### src/shared/clock_gen_pkg.sv
// Purpose: constants and types for the clock generator
// Assumes: 8-bit register port, one system clock
// Notes: register offsets are byte indices on the plain register port
package clock_gen_pkg;

    // register offsets
    localparam logic [2:0] OFS_CTRL = 3'h0;
    localparam logic [2:0] OFS_BW = 3'h1;
    localparam logic [2:0] OFS_MULT_HI = 3'h2;
    localparam logic [2:0] OFS_MULT_LO = 3'h3;
    localparam logic [2:0] OFS_RANGE = 3'h4;
    localparam logic [2:0] OFS_REFDIV = 3'h5;

    // control register field positions
    localparam int CTRL_IRQ_EN = 7;
    localparam int CTRL_FLAG = 6;
    localparam int CTRL_PWR = 5;
    localparam int CTRL_BSEL = 4;
    localparam int CTRL_E_LSB = 2;
    localparam int CTRL_P_LSB = 0;

    // bandwidth register field positions
    localparam int BW_AUTO = 7;
    localparam int BW_LOCK = 6;
    localparam int BW_MODE = 5;
    localparam int BW_HALVE = 0;

    // field widths
    localparam int MULT_W = 12;
    localparam int RDIV_W = 4;
    localparam int CNT_W = 4;

    // values after reset
    localparam logic [MULT_W-1:0] MULT_RST = 12'h001;
    localparam logic [7:0] RANGE_RST = 8'h00;
    localparam logic [RDIV_W-1:0] RDIV_RST = 4'h1;
    localparam logic AUTO_RST = 1'b1;
    localparam logic HALVE_RST = 1'b1;

    // lock detector: good reference periods before tracking and before lock
    localparam int TRACK_PERIODS = 4;
    localparam int LOCK_PERIODS = 8;

    // nominal vco center-of-range step in Hz
    localparam int F_NOM_HZ = 38400;

    typedef enum logic [1:0] {SRC_OSC, SRC_OSC_HALF, SRC_PLL} src_type;

    typedef struct packed {
        logic [2:0] osc_s;
        logic [2:0] vco_s;
        logic osc_st;
        logic vco_st;
        logic irq_en;
        logic flag;
        logic pwr;
        logic bsel;
        logic [1:0] e_exp;
        logic [1:0] p_exp;
        logic auto_bw;
        logic mode_sw;
        logic halve;
        logic [MULT_W-1:0] mult;
        logic [7:0] range;
        logic [RDIV_W-1:0] rdiv;
        logic [RDIV_W-1:0] ref_cnt;
        logic ref_pulse;
        logic [2:0] pre_cnt;
        logic [MULT_W-1:0] fb_cnt;
        logic fb_pulse;
        logic [1:0] fb_seen;
        logic [CNT_W-1:0] good_cnt;
        logic lock;
        logic pd_up;
        logic pd_dn;
        src_type act_src;
        logic base;
        logic half_t;
        logic pll_t;
        logic bus;
        logic [7:0] rdata;
        logic [31:0] center;
    } state_type;

endpackage

### src/core/clock_gen.sv
// Purpose: clock generator with pll dividers, detectors and base clock selector
// Assumes: oscillator and vco clocks arrive as pins far slower than CLK
// Notes: analog vco and loop filter are outside; this drives their controls
//
// The address map and the plain strobed port were left to the implementer.
module clock_gen
    import clock_gen_pkg::*;
#(
    parameter int TRACK_N = TRACK_PERIODS,
    parameter int LOCK_N = LOCK_PERIODS
) (
    // clock, reset, enable
    input wire logic CLK,
    input wire logic RST_N,
    input wire logic CE,
    // register port
    input wire logic [2:0] REG_ADDR,
    input wire logic [7:0] REG_WDATA,
    input wire logic REG_WR,
    input wire logic REG_RD,
    output logic [7:0] REG_RDATA,
    // clock pins
    input wire logic OSC_CLK,
    input wire logic VCO_CLK,
    // generated clocks
    output logic BASE_CLOCK_OUT,
    output logic BUS_CLOCK,
    output logic DIVIDED_REFERENCE,
    output logic FEEDBACK_CLOCK,
    // loop controls
    output logic PUMP_UP,
    output logic PUMP_DN,
    output logic FILTER_TRACK,
    output logic VCO_ENABLE,
    output logic [7:0] VCO_RANGE,
    output logic [1:0] VCO_EXP,
    output logic [31:0] VCO_CENTER_HZ,
    // interrupt
    output logic CLOCK_IRQ
);

    localparam logic [CNT_W-1:0] TRACK_C = CNT_W'(TRACK_N);
    localparam logic [CNT_W-1:0] LOCK_C = CNT_W'(LOCK_N);

    state_type s_r;
    state_type s_nxt;

    // prescaled vco level for the current power-of-two setting
    function automatic logic pclk_lvl(input logic [1:0] p, input logic v, input logic [2:0] c);
        logic r;
        r = v;
        if (p != 2'h0) begin
            r = c[p-2'h1];
        end
        return r;
    endfunction

    ////////////////////////////////////////////////////////////////////////////
    logic osc_rise;
    logic vco_rise;
    logic pclk_rise;
    logic ref_now;
    logic fb_now;
    logic hw_track;
    logic range_zero;
    logic lock_new;
    logic flag_set;
    logic osc_fall;
    logic pclk_fall;
    logic safe_edge;
    src_type want;

    always_comb begin
        s_nxt = s_r;
        osc_rise = 1'b0;
        vco_rise = 1'b0;
        pclk_rise = 1'b0;
        ref_now = 1'b0;
        fb_now = 1'b0;
        lock_new = s_r.lock;
        flag_set = 1'b0;
        want = SRC_OSC;
        range_zero = (s_r.range == 8'h00);

        // pin inputs: three stages, level accepted when last two agree
        s_nxt.osc_s = {s_r.osc_s[1:0], OSC_CLK};
        s_nxt.vco_s = {s_r.vco_s[1:0], VCO_CLK};
        if (s_r.osc_s[1] == s_r.osc_s[2]) begin
            s_nxt.osc_st = s_r.osc_s[2];
        end
        if (s_r.vco_s[1] == s_r.vco_s[2]) begin
            s_nxt.vco_st = s_r.vco_s[2];
        end
        osc_rise = s_nxt.osc_st & ~s_r.osc_st;
        vco_rise = s_nxt.vco_st & ~s_r.vco_st;

        // reference divider
        if (osc_rise) begin
            if (s_r.ref_cnt + RDIV_W'(1) >= s_r.rdiv) begin
                s_nxt.ref_cnt = '0;
                ref_now = s_r.pwr;
            end else begin
                s_nxt.ref_cnt = s_r.ref_cnt + RDIV_W'(1);
            end
        end
        s_nxt.ref_pulse = ref_now;

        // prescaler and modulo feedback divider
        if (vco_rise && s_r.pwr) begin
            s_nxt.pre_cnt = s_r.pre_cnt + 3'h1;
        end
        pclk_rise = s_r.pwr &&
            pclk_lvl(s_r.p_exp, s_nxt.vco_st, s_nxt.pre_cnt) &&
            !pclk_lvl(s_r.p_exp, s_r.vco_st, s_r.pre_cnt);
        if (pclk_rise) begin
            if (s_r.fb_cnt + MULT_W'(1) >= s_r.mult) begin
                s_nxt.fb_cnt = '0;
                fb_now = 1'b1;
            end else begin
                s_nxt.fb_cnt = s_r.fb_cnt + MULT_W'(1);
            end
        end
        s_nxt.fb_pulse = fb_now;

        // phase-frequency detector, both pumps cancel once both are set
        s_nxt.pd_up = s_r.pd_up | ref_now;
        s_nxt.pd_dn = s_r.pd_dn | fb_now;
        if ((s_nxt.pd_up && s_nxt.pd_dn) || !s_r.pwr) begin
            s_nxt.pd_up = 1'b0;
            s_nxt.pd_dn = 1'b0;
        end

        // lock detector: exactly one feedback edge per reference period
        if (fb_now && s_r.fb_seen != 2'h3) begin
            s_nxt.fb_seen = s_r.fb_seen + 2'h1;
        end
        if (ref_now) begin
            s_nxt.fb_seen = {1'b0, fb_now};
            if (s_r.fb_seen == 2'h1) begin
                if (s_r.good_cnt != LOCK_C) begin
                    s_nxt.good_cnt = s_r.good_cnt + CNT_W'(1);
                end
            end else begin
                s_nxt.good_cnt = '0;
            end
        end
        if (!s_r.pwr) begin
            s_nxt.good_cnt = '0;
            s_nxt.fb_seen = 2'h0;
            s_nxt.pre_cnt = 3'h0;
            s_nxt.fb_cnt = '0;
        end
        hw_track = (s_nxt.good_cnt >= TRACK_C);
        lock_new = (s_nxt.good_cnt >= LOCK_C);
        s_nxt.lock = lock_new;
        flag_set = s_r.auto_bw && s_r.irq_en && (lock_new != s_r.lock);

        // register writes
        if (REG_WR) begin
            unique case (REG_ADDR)
                OFS_CTRL: begin
                    s_nxt.irq_en = REG_WDATA[CTRL_IRQ_EN] & s_r.auto_bw;
                    s_nxt.pwr = REG_WDATA[CTRL_PWR] | s_r.bsel;
                    s_nxt.bsel = REG_WDATA[CTRL_BSEL] & s_nxt.pwr & ~range_zero;
                    s_nxt.e_exp = REG_WDATA[CTRL_E_LSB+:2];
                    s_nxt.p_exp = REG_WDATA[CTRL_P_LSB+:2];
                end
                OFS_BW: begin
                    s_nxt.auto_bw = REG_WDATA[BW_AUTO];
                    s_nxt.halve = REG_WDATA[BW_HALVE];
                    if (!s_r.auto_bw) begin
                        s_nxt.mode_sw = REG_WDATA[BW_MODE];
                    end
                end
                OFS_MULT_HI: begin
                    if (!s_r.pwr) begin
                        s_nxt.mult[MULT_W-1:8] = REG_WDATA[MULT_W-9:0];
                    end
                end
                OFS_MULT_LO: begin
                    if (!s_r.pwr) begin
                        s_nxt.mult[7:0] = REG_WDATA;
                    end
                end
                OFS_RANGE: begin
                    if (!s_r.pwr) begin
                        s_nxt.range = REG_WDATA;
                    end
                end
                OFS_REFDIV: begin
                    if (!s_r.pwr) begin
                        s_nxt.rdiv = REG_WDATA[RDIV_W-1:0];
                    end
                end
                default: begin
                end
            endcase
        end
        if (!s_nxt.auto_bw) begin
            s_nxt.irq_en = 1'b0;
        end
        if (s_nxt.bsel) begin
            s_nxt.pwr = 1'b1;
        end
        if (!s_nxt.pwr || s_nxt.range == 8'h00) begin
            s_nxt.bsel = 1'b0;
        end

        // flag clears on a control read; a new event in that cycle wins
        if (REG_RD && REG_ADDR == OFS_CTRL) begin
            s_nxt.flag = 1'b0;
        end
        if (flag_set) begin
            s_nxt.flag = 1'b1;
        end
        if (!s_nxt.auto_bw) begin
            s_nxt.flag = 1'b0;
        end

        // register reads, data in the following cycle
        s_nxt.rdata = 8'h00;
        if (REG_RD) begin
            unique case (REG_ADDR)
                OFS_CTRL: begin
                    s_nxt.rdata = {s_r.irq_en, s_r.flag & s_r.auto_bw, s_r.pwr,
                        s_r.bsel, s_r.e_exp, s_r.p_exp};
                end
                OFS_BW: begin
                    s_nxt.rdata[BW_AUTO] = s_r.auto_bw;
                    s_nxt.rdata[BW_LOCK] = s_r.lock & s_r.auto_bw;
                    s_nxt.rdata[BW_MODE] = s_r.auto_bw ? hw_track : s_r.mode_sw;
                    s_nxt.rdata[BW_HALVE] = s_r.halve;
                end
                OFS_MULT_HI: begin
                    s_nxt.rdata[MULT_W-9:0] = s_r.mult[MULT_W-1:8];
                end
                OFS_MULT_LO: begin
                    s_nxt.rdata = s_r.mult[7:0];
                end
                OFS_RANGE: begin
                    s_nxt.rdata = s_r.range;
                end
                OFS_REFDIV: begin
                    s_nxt.rdata[RDIV_W-1:0] = s_r.rdiv;
                end
                default: begin
                    s_nxt.rdata = 8'h00;
                end
            endcase
        end

        // switch on a falling edge of the new source, so it opens a whole low phase
        want = s_r.bsel ? SRC_PLL : (s_r.halve ? SRC_OSC_HALF : SRC_OSC);
        osc_fall = s_r.osc_st & ~s_nxt.osc_st;
        pclk_fall = s_r.pwr &&
            !pclk_lvl(s_r.p_exp, s_nxt.vco_st, s_nxt.pre_cnt) &&
            pclk_lvl(s_r.p_exp, s_r.vco_st, s_r.pre_cnt);
        safe_edge = (want == SRC_PLL) ? pclk_fall : osc_fall;
        if (osc_rise) begin
            s_nxt.half_t = ~s_r.half_t;
        end
        if (pclk_rise) begin
            s_nxt.pll_t = ~s_r.pll_t;
        end
        if (want != s_r.act_src && !s_r.base && safe_edge) begin
            s_nxt.act_src = want;
            s_nxt.half_t = 1'b0;
            s_nxt.pll_t = 1'b0;
        end
        unique case (s_nxt.act_src)
            SRC_OSC: s_nxt.base = s_nxt.osc_st;
            SRC_OSC_HALF: s_nxt.base = s_nxt.half_t;
            SRC_PLL: s_nxt.base = s_nxt.pll_t;
            default: s_nxt.base = 1'b0;
        endcase
        // bus clock toggles on every rising base edge
        if (s_nxt.base && !s_r.base) begin
            s_nxt.bus = ~s_r.bus;
        end

        // 255 * 8 * 38400 stays below 2^27
        s_nxt.center = 32'(s_r.range) * 32'(F_NOM_HZ) << s_r.e_exp;
    end

    ////////////////////////////////////////////////////////////////////////////
    always_ff @(posedge CLK or negedge RST_N) begin
        if (!RST_N) begin
            s_r <= '0;
            s_r.auto_bw <= AUTO_RST;
            s_r.halve <= HALVE_RST;
            s_r.mult <= MULT_RST;
            s_r.range <= RANGE_RST;
            s_r.rdiv <= RDIV_RST;
            s_r.act_src <= SRC_OSC_HALF;
        end else if (CE) begin
            s_r <= s_nxt;
        end
    end

    ////////////////////////////////////////////////////////////////////////////
    assign REG_RDATA = s_r.rdata;
    assign BASE_CLOCK_OUT = s_r.base;
    assign BUS_CLOCK = s_r.bus;
    assign DIVIDED_REFERENCE = s_r.ref_pulse;
    assign FEEDBACK_CLOCK = s_r.fb_pulse;
    assign PUMP_UP = s_r.pd_up;
    assign PUMP_DN = s_r.pd_dn;
    // tracking only when chosen by software or by the detector
    assign FILTER_TRACK = s_r.auto_bw ? (s_r.good_cnt >= TRACK_C) : s_r.mode_sw;
    assign VCO_ENABLE = s_r.pwr;
    assign VCO_RANGE = s_r.range;
    assign VCO_EXP = s_r.e_exp;
    assign VCO_CENTER_HZ = s_r.center;
    assign CLOCK_IRQ = s_r.flag & s_r.irq_en & s_r.auto_bw;

endmodule

### config.mk
export PLATFORM = sky130hd
export DESIGN_NAME = clock_gen
export DESIGN_NICKNAME = d
export VERILOG_FILES = /design/src/shared/clock_gen_pkg.sv /design/src/core/clock_gen.sv
export SDC_FILE = /design/constraint.sdc
export NUM_CORES = 1
export LEC_CHECK = 0
export BUFFER_PORTS_ARGS = -buffer_cell sky130_fd_sc_hd__clkbuf_2
export CORE_UTILIZATION = 59
export CTS_CLUSTER_DIAMETER = 120
export DETAILED_ROUTE_END_ITERATION = 7
export MAX_ROUTING_LAYER = met4
export PLACE_DENSITY = 0.78
export REMOVE_ABC_BUFFERS = 1
export SYNTH_ARGS = -nofsm -noshare
export SYNTH_HDL_FRONTEND = slang
export SYNTH_SLANG_ARGS = --single-unit
### constraint.sdc
create_clock -name CLK -period 4.2 [get_ports CLK]
set_input_delay 0.21 -clock CLK [delete_from_list [all_inputs] [get_ports CLK]]
set_output_delay 0.21 -clock CLK [all_outputs]
set_load 0.02 [all_outputs]
-- Yosys cells after proc, flatten, opt, wreduce, memory -nomap -nowiden
Cells that the tools add are included.
- bits in read-only memories: 0
- bits in writable memories: 0
- memories kept: 0
- register bits: 119
- logic and storage cells: 188
- bits in latches: 0
- add/subtract/negate cells: 6
- shift operators: 1
- reductions and logical operators: 37
- mux-type cells: 61
- $lt $le $gt $ge: 6
- divide/modulo/power cells: 0
- bitwise logic cells: 22
- multiply operators: 1
- equal/unequal tests: 20
- operators by type and width (cell ; count):
    $mux 8 ; 5
    $mux 33 ; 1
    $shl 24x2->32 ; 1
    $mux 4 ; 7
    $mux 1 ; 27
    $mux 12 ; 2
    $mux 6 ; 3
    $logic_not 8->1 ; 2
    $reduce_and 4->1 ; 4
    $mul 8x7->15 const B ; 1
    $mux 15 ; 1
    $pmux 3 s5 ; 1
    $logic_and 1x1->1 ; 13
    $add 12x1->12 const B ; 1
    $ge 12x12->1 ; 1
    $pmux 3 s4 ; 1
    $and 1x1->1 ; 10
    $mux 2 ; 5
    $reduce_and 2->1 ; 5
    $not 1->1 ; 9
    $reduce_and 3->1 ; 3
    $add 4x1->4 const B ; 2
    $ge 4x3->1 const B ; 2
    $bmux 1 s2 ; 3
    27 further kinds ; 44

-- Depth between registers and ports, before layout
Gate-level depths: netlist of run 1.
- depth after elaboration: 25
- gate-level depth with buffers: 15

-- Worst setup path after synthesis of run 1
Ideal clock, no wire load.
- kind: register to register
- from: register s_r, in the netlist VCO_RANGE[4]
- to: register s_r, in the netlist VCO_CENTER_HZ[23]
- setup slack: 508 ps
- required time: 4059 ps
- stages on the path, launching flop included: 16
- arrival time: 3550 ps
- clock period less this slack: 3692 ps
- library setup time: 141 ps
- cell sequence: dfrtp_1 > ha_1 > ha_1 > inv_1 > fa_1 > fa_1 > inv_1 > ha_1 > o21ai_0 > a21oi_1 > a41oi_1 > nor2_1 > a211oi_1 > nor2_1 > a21oi_1 > o221ai_1
- word-level cells in the longest chain between the ends: 2
- ends and longest elaborated chain (what ; line ; source):
    start, declared ; clock_gen.sv:45 ; state_type s_r;
    start signal, assigned ; clock_gen.sv:296 ; s_r <= s_nxt;
    $mul 8x7->15 ; clock_gen.sv:282 ; s_nxt.center = 32'(s_r.range) * 32'(F_NOM_HZ) << s_r.e_exp;
    $shl 24x2->32 ; clock_gen.sv:282 ;
No other way between the ends.
A chain may end at the register's enable or synchronous reset.

-- Worst setup path after layout of run 1
- from: register s_r, in the netlist VCO_RANGE[5]
- to: register s_r, in the netlist VCO_CENTER_HZ[23]
The elaborated chain is that of the path after synthesis.

==> results of run 1 <==
cell usage in the layout, fill, tap and decap left out, types with 4 or more instances in the layout:
master	count
a211oi_1	8
a21o_1	14
a21oi_1	38
a22o_1	16
a22oi_1	6
a31oi_1	7
and3_1	9
buf_4	11
clkbuf_16	9
clkbuf_2	61
conb_1	14
dfrtp_1	99
dfstp_2	5
fa_1	7
ha_1	62
inv_1	66
mux2_2	25
mux2i_1	18
nand2_1	76
nand2b_1	11
nand3_1	15
nand3b_1	4
nand4_1	5
nor2_1	46
nor2b_1	6
nor3_1	9
nor4_1	7
o21ai_0	66
o221ai_1	5
o22ai_1	4
o2bb2ai_1	12
o31ai_1	4
xnor2_1	15
xor2_1	9
path summary, 6_finish.rpt:
check / to / slack, ps / cells past startpoint
setup / recovery: VCO_CENTER_HZ[23] / 210 / 15
hold / removal: VCO_RANGE[7] / -20 / 1
setup reg to reg: VCO_CENTER_HZ[23] / 210 / 15
hold reg to reg: BUS_CLOCK / 470 / 1
max in group asynchronous: s_r[100] / 3190 / 2
min in group CLK: s_nxt[114] / 80 / 2
power by group through the flow:
stage | combinational [mW] | clock, mW | sequential (mW)
2_1_floorplan | 1.82 | 0 | 1.58
3_3_place_gp | 2.65 | 0 | 1.49
3_5_place_dp | 2.68 | 0 | 1.50
4_1_cts | 2.70 | 0.865 | 1.49
5_1_grt | 3.02 | 0.900 | 1.53
6_report | 2.73 | 0.850 | 1.50
stage by stage:
step                      utilization  area (sq um)  cells  hold WS (ps)  power [mW]
after CTS                       0.647          7840    998          1.93        5.06
after detailed placement        0.623          7550    982           400        4.19
final                           0.647          7840    998         -18.0        5.08
after global routing            0.647          7840    998          55.6        5.45
after global placement          0.623          7550    982           387        4.14
after floorplan                     -          6950    742         -85.6        3.41
final cells by class:
type | instances | area [sq um]
Fill cell | 1027 | 4270
Multi-Input combinational cell | 571 | 4090
Sequential cell | 104 | 2610
Timing Repair Buffer | 72 | 388
Inverter | 67 | 251
Clock buffer | 9 | 225
Tap cell | 168 | 210
Clock inverter | 7 | 68.8
cell families after synthesis:
| logic type | count (synthesis) |
|---|---|
| DFF | 104 |
| AOI/OAI and AO/OA | 214 |
| buffers and inverters | 150 |
| muxes | 44 |
| other | 1 |
| xor gates and xnor gates | 24 |
| adders and majority gates | 71 |
| and+or+nand+nor | 204 |
flip-flops by register name, indices dropped and copies added, names as in the netlist:
signal and cells:
VCO_RANGE 8, PUMP_UP 1, PUMP_DN 1, BASE_CLOCK_OUT 1
VCO_ENABLE 1, DIVIDED_REFERENCE 1, FEEDBACK_CLOCK 1, s_r 57
s_nxt 4, VCO_EXP 2, REG_RDATA 8, VCO_CENTER_HZ 18
BUS_CLOCK 1
layer usage:
| metal | vias to the layer above | global-route usage | wire (um) |
|---|---|---|---|
| met5 | - | - | 0 |
| met4 | 0 | 0.0762 | 268 |
| met3 | 27 | 0.0627 | 1270 |
| met2 | 245 | 0.472 | 8260 |
| met1 | 2927 | 0.395 | 8030 |
| li1 | 2835 | - | - |
critical path: stages (launching register included):
cell and delay (ps):
dfrtp_1 500, ha_1 360, ha_1 270, inv_1 50, fa_1 540, inv_1 40
ha_1 190, ha_1 340, a21o_1 200, a21o_1 180, a211oi_1 370, o31ai_1 130
a21oi_1 200, xnor2_1 110, a21oi_1 240, o221ai_1 160
==> reports/metrics.yaml, run 1 <==
synth:
  async_reset_ff_frac: 1.00
  synth_xor_area_frac: 0.0284
  synth_warnings: 0
  ys_ff_latch: 104
  syn_inst: 812
  synthTopCellsByCount: "dfrtp_1, nand2_1, inv_1, o21ai_0, ha_1"
  synth-compound-area-share: 0.193
  synth_top_area_share: 0.335
  synth.most_common_cell: "dfrtp_1"
  yosysSeqAreaShare: 0.352
  synth.avg_cell_area_sq_um: 9.12
  synthSimpleGateAreaFrac: 0.133
  synth_edf_count: 0
  yosysTopAreaCell: "dfrtp_1"
  synthMuxAreaShare: 0.0644
  synth_top_family_by_area: "compound AO/OA/AOI/OAI gates"
  syn_area_sq_um: 7400
  synthDistinctLibCells: 70
  synthTopCellsByArea: "dfrtp_1, ha_1, buf_4"
  synthFlopType: "dfrtp_1"
  synth_fa_ha_area_frac: 0.126
detailed_routing:
  drc_errors: 0
  viasPerCell: 6.05
  drt-total-wl_um: 17800
  ant_nets: 0
  wl_per_cell_um: 17.9
  drtIter0Drc: 459
  vias: 6034
  drt_first_pass_iters: 5
global_routing:
  grt_pass1_vias: 5821
  grt_pass1_wl_um: 29400
  grt_max_degree: 70
  overflow: 0
  antenna_found_initial: 0
  track_usage: 0.299
clocking:
  cts_buffers: 9
  clk_latency_ps: 360
  clockBufferDepth: 2
  cts.sink_count: 104
  postCtsResizedCells: 0
  holdBufCountCts: 0
  clk_transition_reported_paths_ps: 80
  cts_tree: "built"
  cts_setup_buffers: 0
  cts-root-buf: "clkbuf_16"
  h-tree-depth: 3
power_and_ir_drop:
  ir_drop_v: 0.000514
  p_leak_nw: 3.86
  clockPowerShare: 0.167
  power.share.switching: 0.453
  power.density_nw_per_um2: 648
  internal_power_mw: 2.78
  pwr-share-comb: 0.538
  switchingPower_mw: 2.30
  seq_power_share: 0.295
sta:
  hold_violations: 29
  fmax_mhz: 250
  period_needed_ps: 3990
  worst_pin_slew_ps: 902
  timing.final.crit_share: 0.951
  final-setup-viol-count: 0
  slew_viol_final: 0
  rsz0062_at_grt: "no"
  fin_skew_ps: 7.91
  hold_ws_ps: -18.0
  worst_slack_ps: 208
  fin_setup_tns_ps: 0
  slew_headroom: 0.399
setup_path:
  setup.worst_path.start_class: "flop"
  critPathArrivalTime_ps: 4210
  critPathRequiredTime_ps: 4420
  reg2reg_from: "VCO_RANGE[5]"
  end_kind: "flop"
  crit_path_start: "VCO_RANGE[5]"
  critPathKind: "reg -> reg"
  cp_max_fo: 7
die:
  die_h_um: 114
  coreArea_sq_um: 12100
  core.rowCount: 40
  start_util: 0.611
  die-area_sq_um: 13000
  ios: 77
  die_x_um: 114
placement:
  pre_cts_ws_ps: 257
  dp_hpwl_um: 13200
  portBuffers: 62
  globalplace.congestion: 0.939
flow_run:
  cap_violations: 0
cells_and_area:
  drive_gt1_frac: 0.152
  num_antenna_cells: 0
  nNetsFinal: 912
  area_delta_synth_final_pct: 5.92
run_status:
  violations: "hold timing"
  status: "finished with violations"
hold_path:
  min_path_type: "in -> async"
Note: power is estimated with default switching activity, not from simulation.
==> run 2: changes to the inputs <==
--- a/config.mk
+++ b/config.mk
@@ -6,12 +6,15 @@
 export NUM_CORES = 1
 export LEC_CHECK = 0
 export BUFFER_PORTS_ARGS = -buffer_cell sky130_fd_sc_hd__clkbuf_2
-export CORE_UTILIZATION = 59
+export CELL_PAD_IN_SITES_DETAIL_PLACEMENT = 0
+export CELL_PAD_IN_SITES_GLOBAL_PLACEMENT = 1
+export CORE_UTILIZATION = 46
 export CTS_CLUSTER_DIAMETER = 120
 export DETAILED_ROUTE_END_ITERATION = 7
 export MAX_ROUTING_LAYER = met4
-export PLACE_DENSITY = 0.78
+export PLACE_DENSITY = 0.79
 export REMOVE_ABC_BUFFERS = 1
 export SYNTH_ARGS = -nofsm -noshare
 export SYNTH_HDL_FRONTEND = slang
 export SYNTH_SLANG_ARGS = --single-unit
+export TNS_END_PERCENT = 20
==> reports/metrics.yaml, run 2 (synthesized netlist as in run 1, its figures left out) <==
die:
  die-area_sq_um: 16600  # +28%
  core.rowCount: 46  # +15%
  die_h_um: 129  # +13%
  coreArea_sq_um: 15800  # +30%
  start_util: 0.469  # -0.142
  ios: 77  # unchanged
  die_x_um: 129  # +13%
power_and_ir_drop:
  p_leak_nw: 3.85  # -0.32%
  ir_drop_v: 0.000341  # -34%
  power.density_nw_per_um2: 631  # -2.7%
  finalPower_mw: 4.98  # -1.9%
cells_and_area:
  drive_gt1_frac: 0.151  # -0.00120
  final_common_cell: "dfrtp_1"
  num_antenna_cells: 0  # unchanged
  area_delta_synth_final_pct: 6.76
  nNetsFinal: 912  # unchanged
  largest_register: "s_r"
  finalInstanceArea_sq_um: 7900  # +0.80%
  largest_reg_flops: 57  # unchanged
  final_cell_mix: "dfrtp_1, nand2_1, inv_1, o21ai_0, ha_1"
global_routing:
  grt_pass1_vias: 5761  # -1.0%
  grt_max_degree: 72  # +2.9%
  antenna_found_initial: 0  # unchanged
  overflow: 0  # unchanged
  grt_pass1_wl_um: 29400  # +0.12%
  track_usage: 0.235  # -0.0647
setup_path:
  reg2regPathDepth: 15  # unchanged
  critPathArrivalTime_ps: 4180  # -30 ps
  end_kind: "flop"
  setup.worst_path.start_class: "flop"
  reg2reg_from: "VCO_RANGE[5]"
  crit_path_start: "VCO_RANGE[5]"
  cpMaxStageDelayCell: "fa_1"
  cp_cell_sequence: "ha_1 -> ha_1 -> inv_1 -> fa_1 -> inv_1 -> ha_1 -> ha_1 -> a21o_1 -> a21o_1 -> a211oi_1 -> o31ai_1 -> a21oi_1 -> xnor2_1 -> a21oi_1 -> o221ai_1"
  endpoint: "VCO_CENTER_HZ[23]"
  cp_max_fo: 7  # unchanged
  r2r_slack_ps: 280  # +70 ps
  critPathRequiredTime_ps: 4460  # +40 ps
  worstReg2RegEnd: "VCO_CENTER_HZ[23]"
  critPathKind: "reg -> reg"
  max_stage_delay_ps: 540  # about the same
  critPathMostFrequentCell: "ha_1"
run_status:
  status: "finished with violations"
  violations: "hold timing"
clocking:
  clk_latency_ps: 350  # about the same
  clockBufferDepth: 2  # unchanged
  cts.sink_count: 104  # unchanged
  h-tree-depth: 3  # unchanged
  cts_tree: "built"
  clk_transition_reported_paths_ps: 70  # about the same
  cts_buffers: 9  # unchanged
  cts-root-buf: "clkbuf_16"
placement:
  globalplace.congestion: 0.903  # -3.8%
  dp_hpwl_um: 13300  # +0.59%
  portBuffers: 62  # unchanged
  placed_area_sq_um: 7610  # +0.80%
sta:
  final-setup-viol-count: 0  # unchanged
  rsz0062_at_grt: "no"
  timing.final.crit_share: 0.933  # -0.0177
  hold_violations: 18  # -38%
  period_needed_ps: 3920  # -74.5 ps
  fin_skew_ps: 7.27  # -0.649 ps
  slew_viol_final: 0  # unchanged
  fmax_mhz: 255  # +1.9%
  worst_pin_slew_ps: 923  # +20.9 ps
  fin_setup_tns_ps: 0  # unchanged
  hold_ws_ps: -13.0  # +4.99 ps
  slew_headroom: 0.385  # -0.0140
detailed_routing:
  drt_first_pass_iters: 5  # unchanged
  ant_nets: 0  # unchanged
  viasPerCell: 5.60  # -7.3%
  wl_per_cell_um: 17.1  # -4.0%
  drc_errors: 0  # unchanged
  drt-total-wl_um: 17900  # +0.59%
  drtIter0Drc: 372  # -19%
  vias: 5861  # -2.9%
flow_run:
  cap_violations: 0  # unchanged
hold_path:
  min_path_type: "in -> async"
-- run 2: power by group --
group	total (mW)	switching [mW]	internal, mW	leakage [nW]
Sequential	1.50	0.267	1.23	1.26
Combinational	2.66	1.54	1.12	2.45
Clock	0.826	0.374	0.452	0.135
Total	4.98	2.18	2.81	3.85
-- run 2: what timing repair did --
| action | 4_1_cts | 5_1_grt |
|---|---|---|
| setup endpoints to repair | 0 | 1 |
| gates resized for setup | 0 | 1 |
| buffers inserted | 0 | 0 |
| endpoints found under the hold margin | 0 | 0 |
| hold buffers | 0 | 0 |
-- run 2: worst min-delay path by stage --
stage           from              to  slack [ps]  cells after the start
2_1_floorplan  RST_N  BASE_CLOCK_OUT         -90                      0
3_3_place_gp   RST_N         s_r[61]         400                      1
3_5_place_dp   RST_N         s_r[61]         410                      1
4_1_cts        RST_N         s_r[64]          30                      1
5_1_grt        RST_N  FEEDBACK_CLOCK          80                      1
6_report       RST_N         s_r[62]         -10                      1
-- run 2: critical path, delay by kind of cell, from the launching register on --
| kind | cells | cell delay [ps] |
|---|---|---|
| adders and majority gates | 5 | 1680 |
| buffers and inverters | 2 | 100 |
| DFF | 1 | 480 |
| xor gates and xnor gates | 1 | 160 |
| AOI/OAI and AO/OA | 7 | 1410 |
-- run 2: area by class of cell --
| class | count | area, sq um |
|---|---|---|
| clock buffer | 14 | 274 |
| clock inverter | 2 | 15.0 |
| fill | 1535 | 7870 |
| inverter | 67 | 251 |
| multi-input combinational | 571 | 4100 |
| sequential | 104 | 2610 |
| tap | 216 | 270 |
| timing repair buffer | 72 | 388 |
-- run 2: per-layer routing --
metal,global-route usage,routed length [um],vias up
met5,-,0,-
met4,0.0685,276,0
met3,0.0370,755,22
met2,0.362,8290,135
met1,0.318,8610,2865
li1,-,-,2839
-- run 2: metrics by stage --
| step | setup slack [ps] | cells | utilization |
|---|---|---|---|
| after floorplan | 402 | 742 | - |
| after global placement | 415 | 1030 | 0.482 |
| after detailed placement | 284 | 1030 | 0.482 |
| after CTS | 269 | 1046 | 0.501 |
| after global routing | 69.2 | 1046 | 0.501 |
| final | 282 | 1046 | 0.501 |
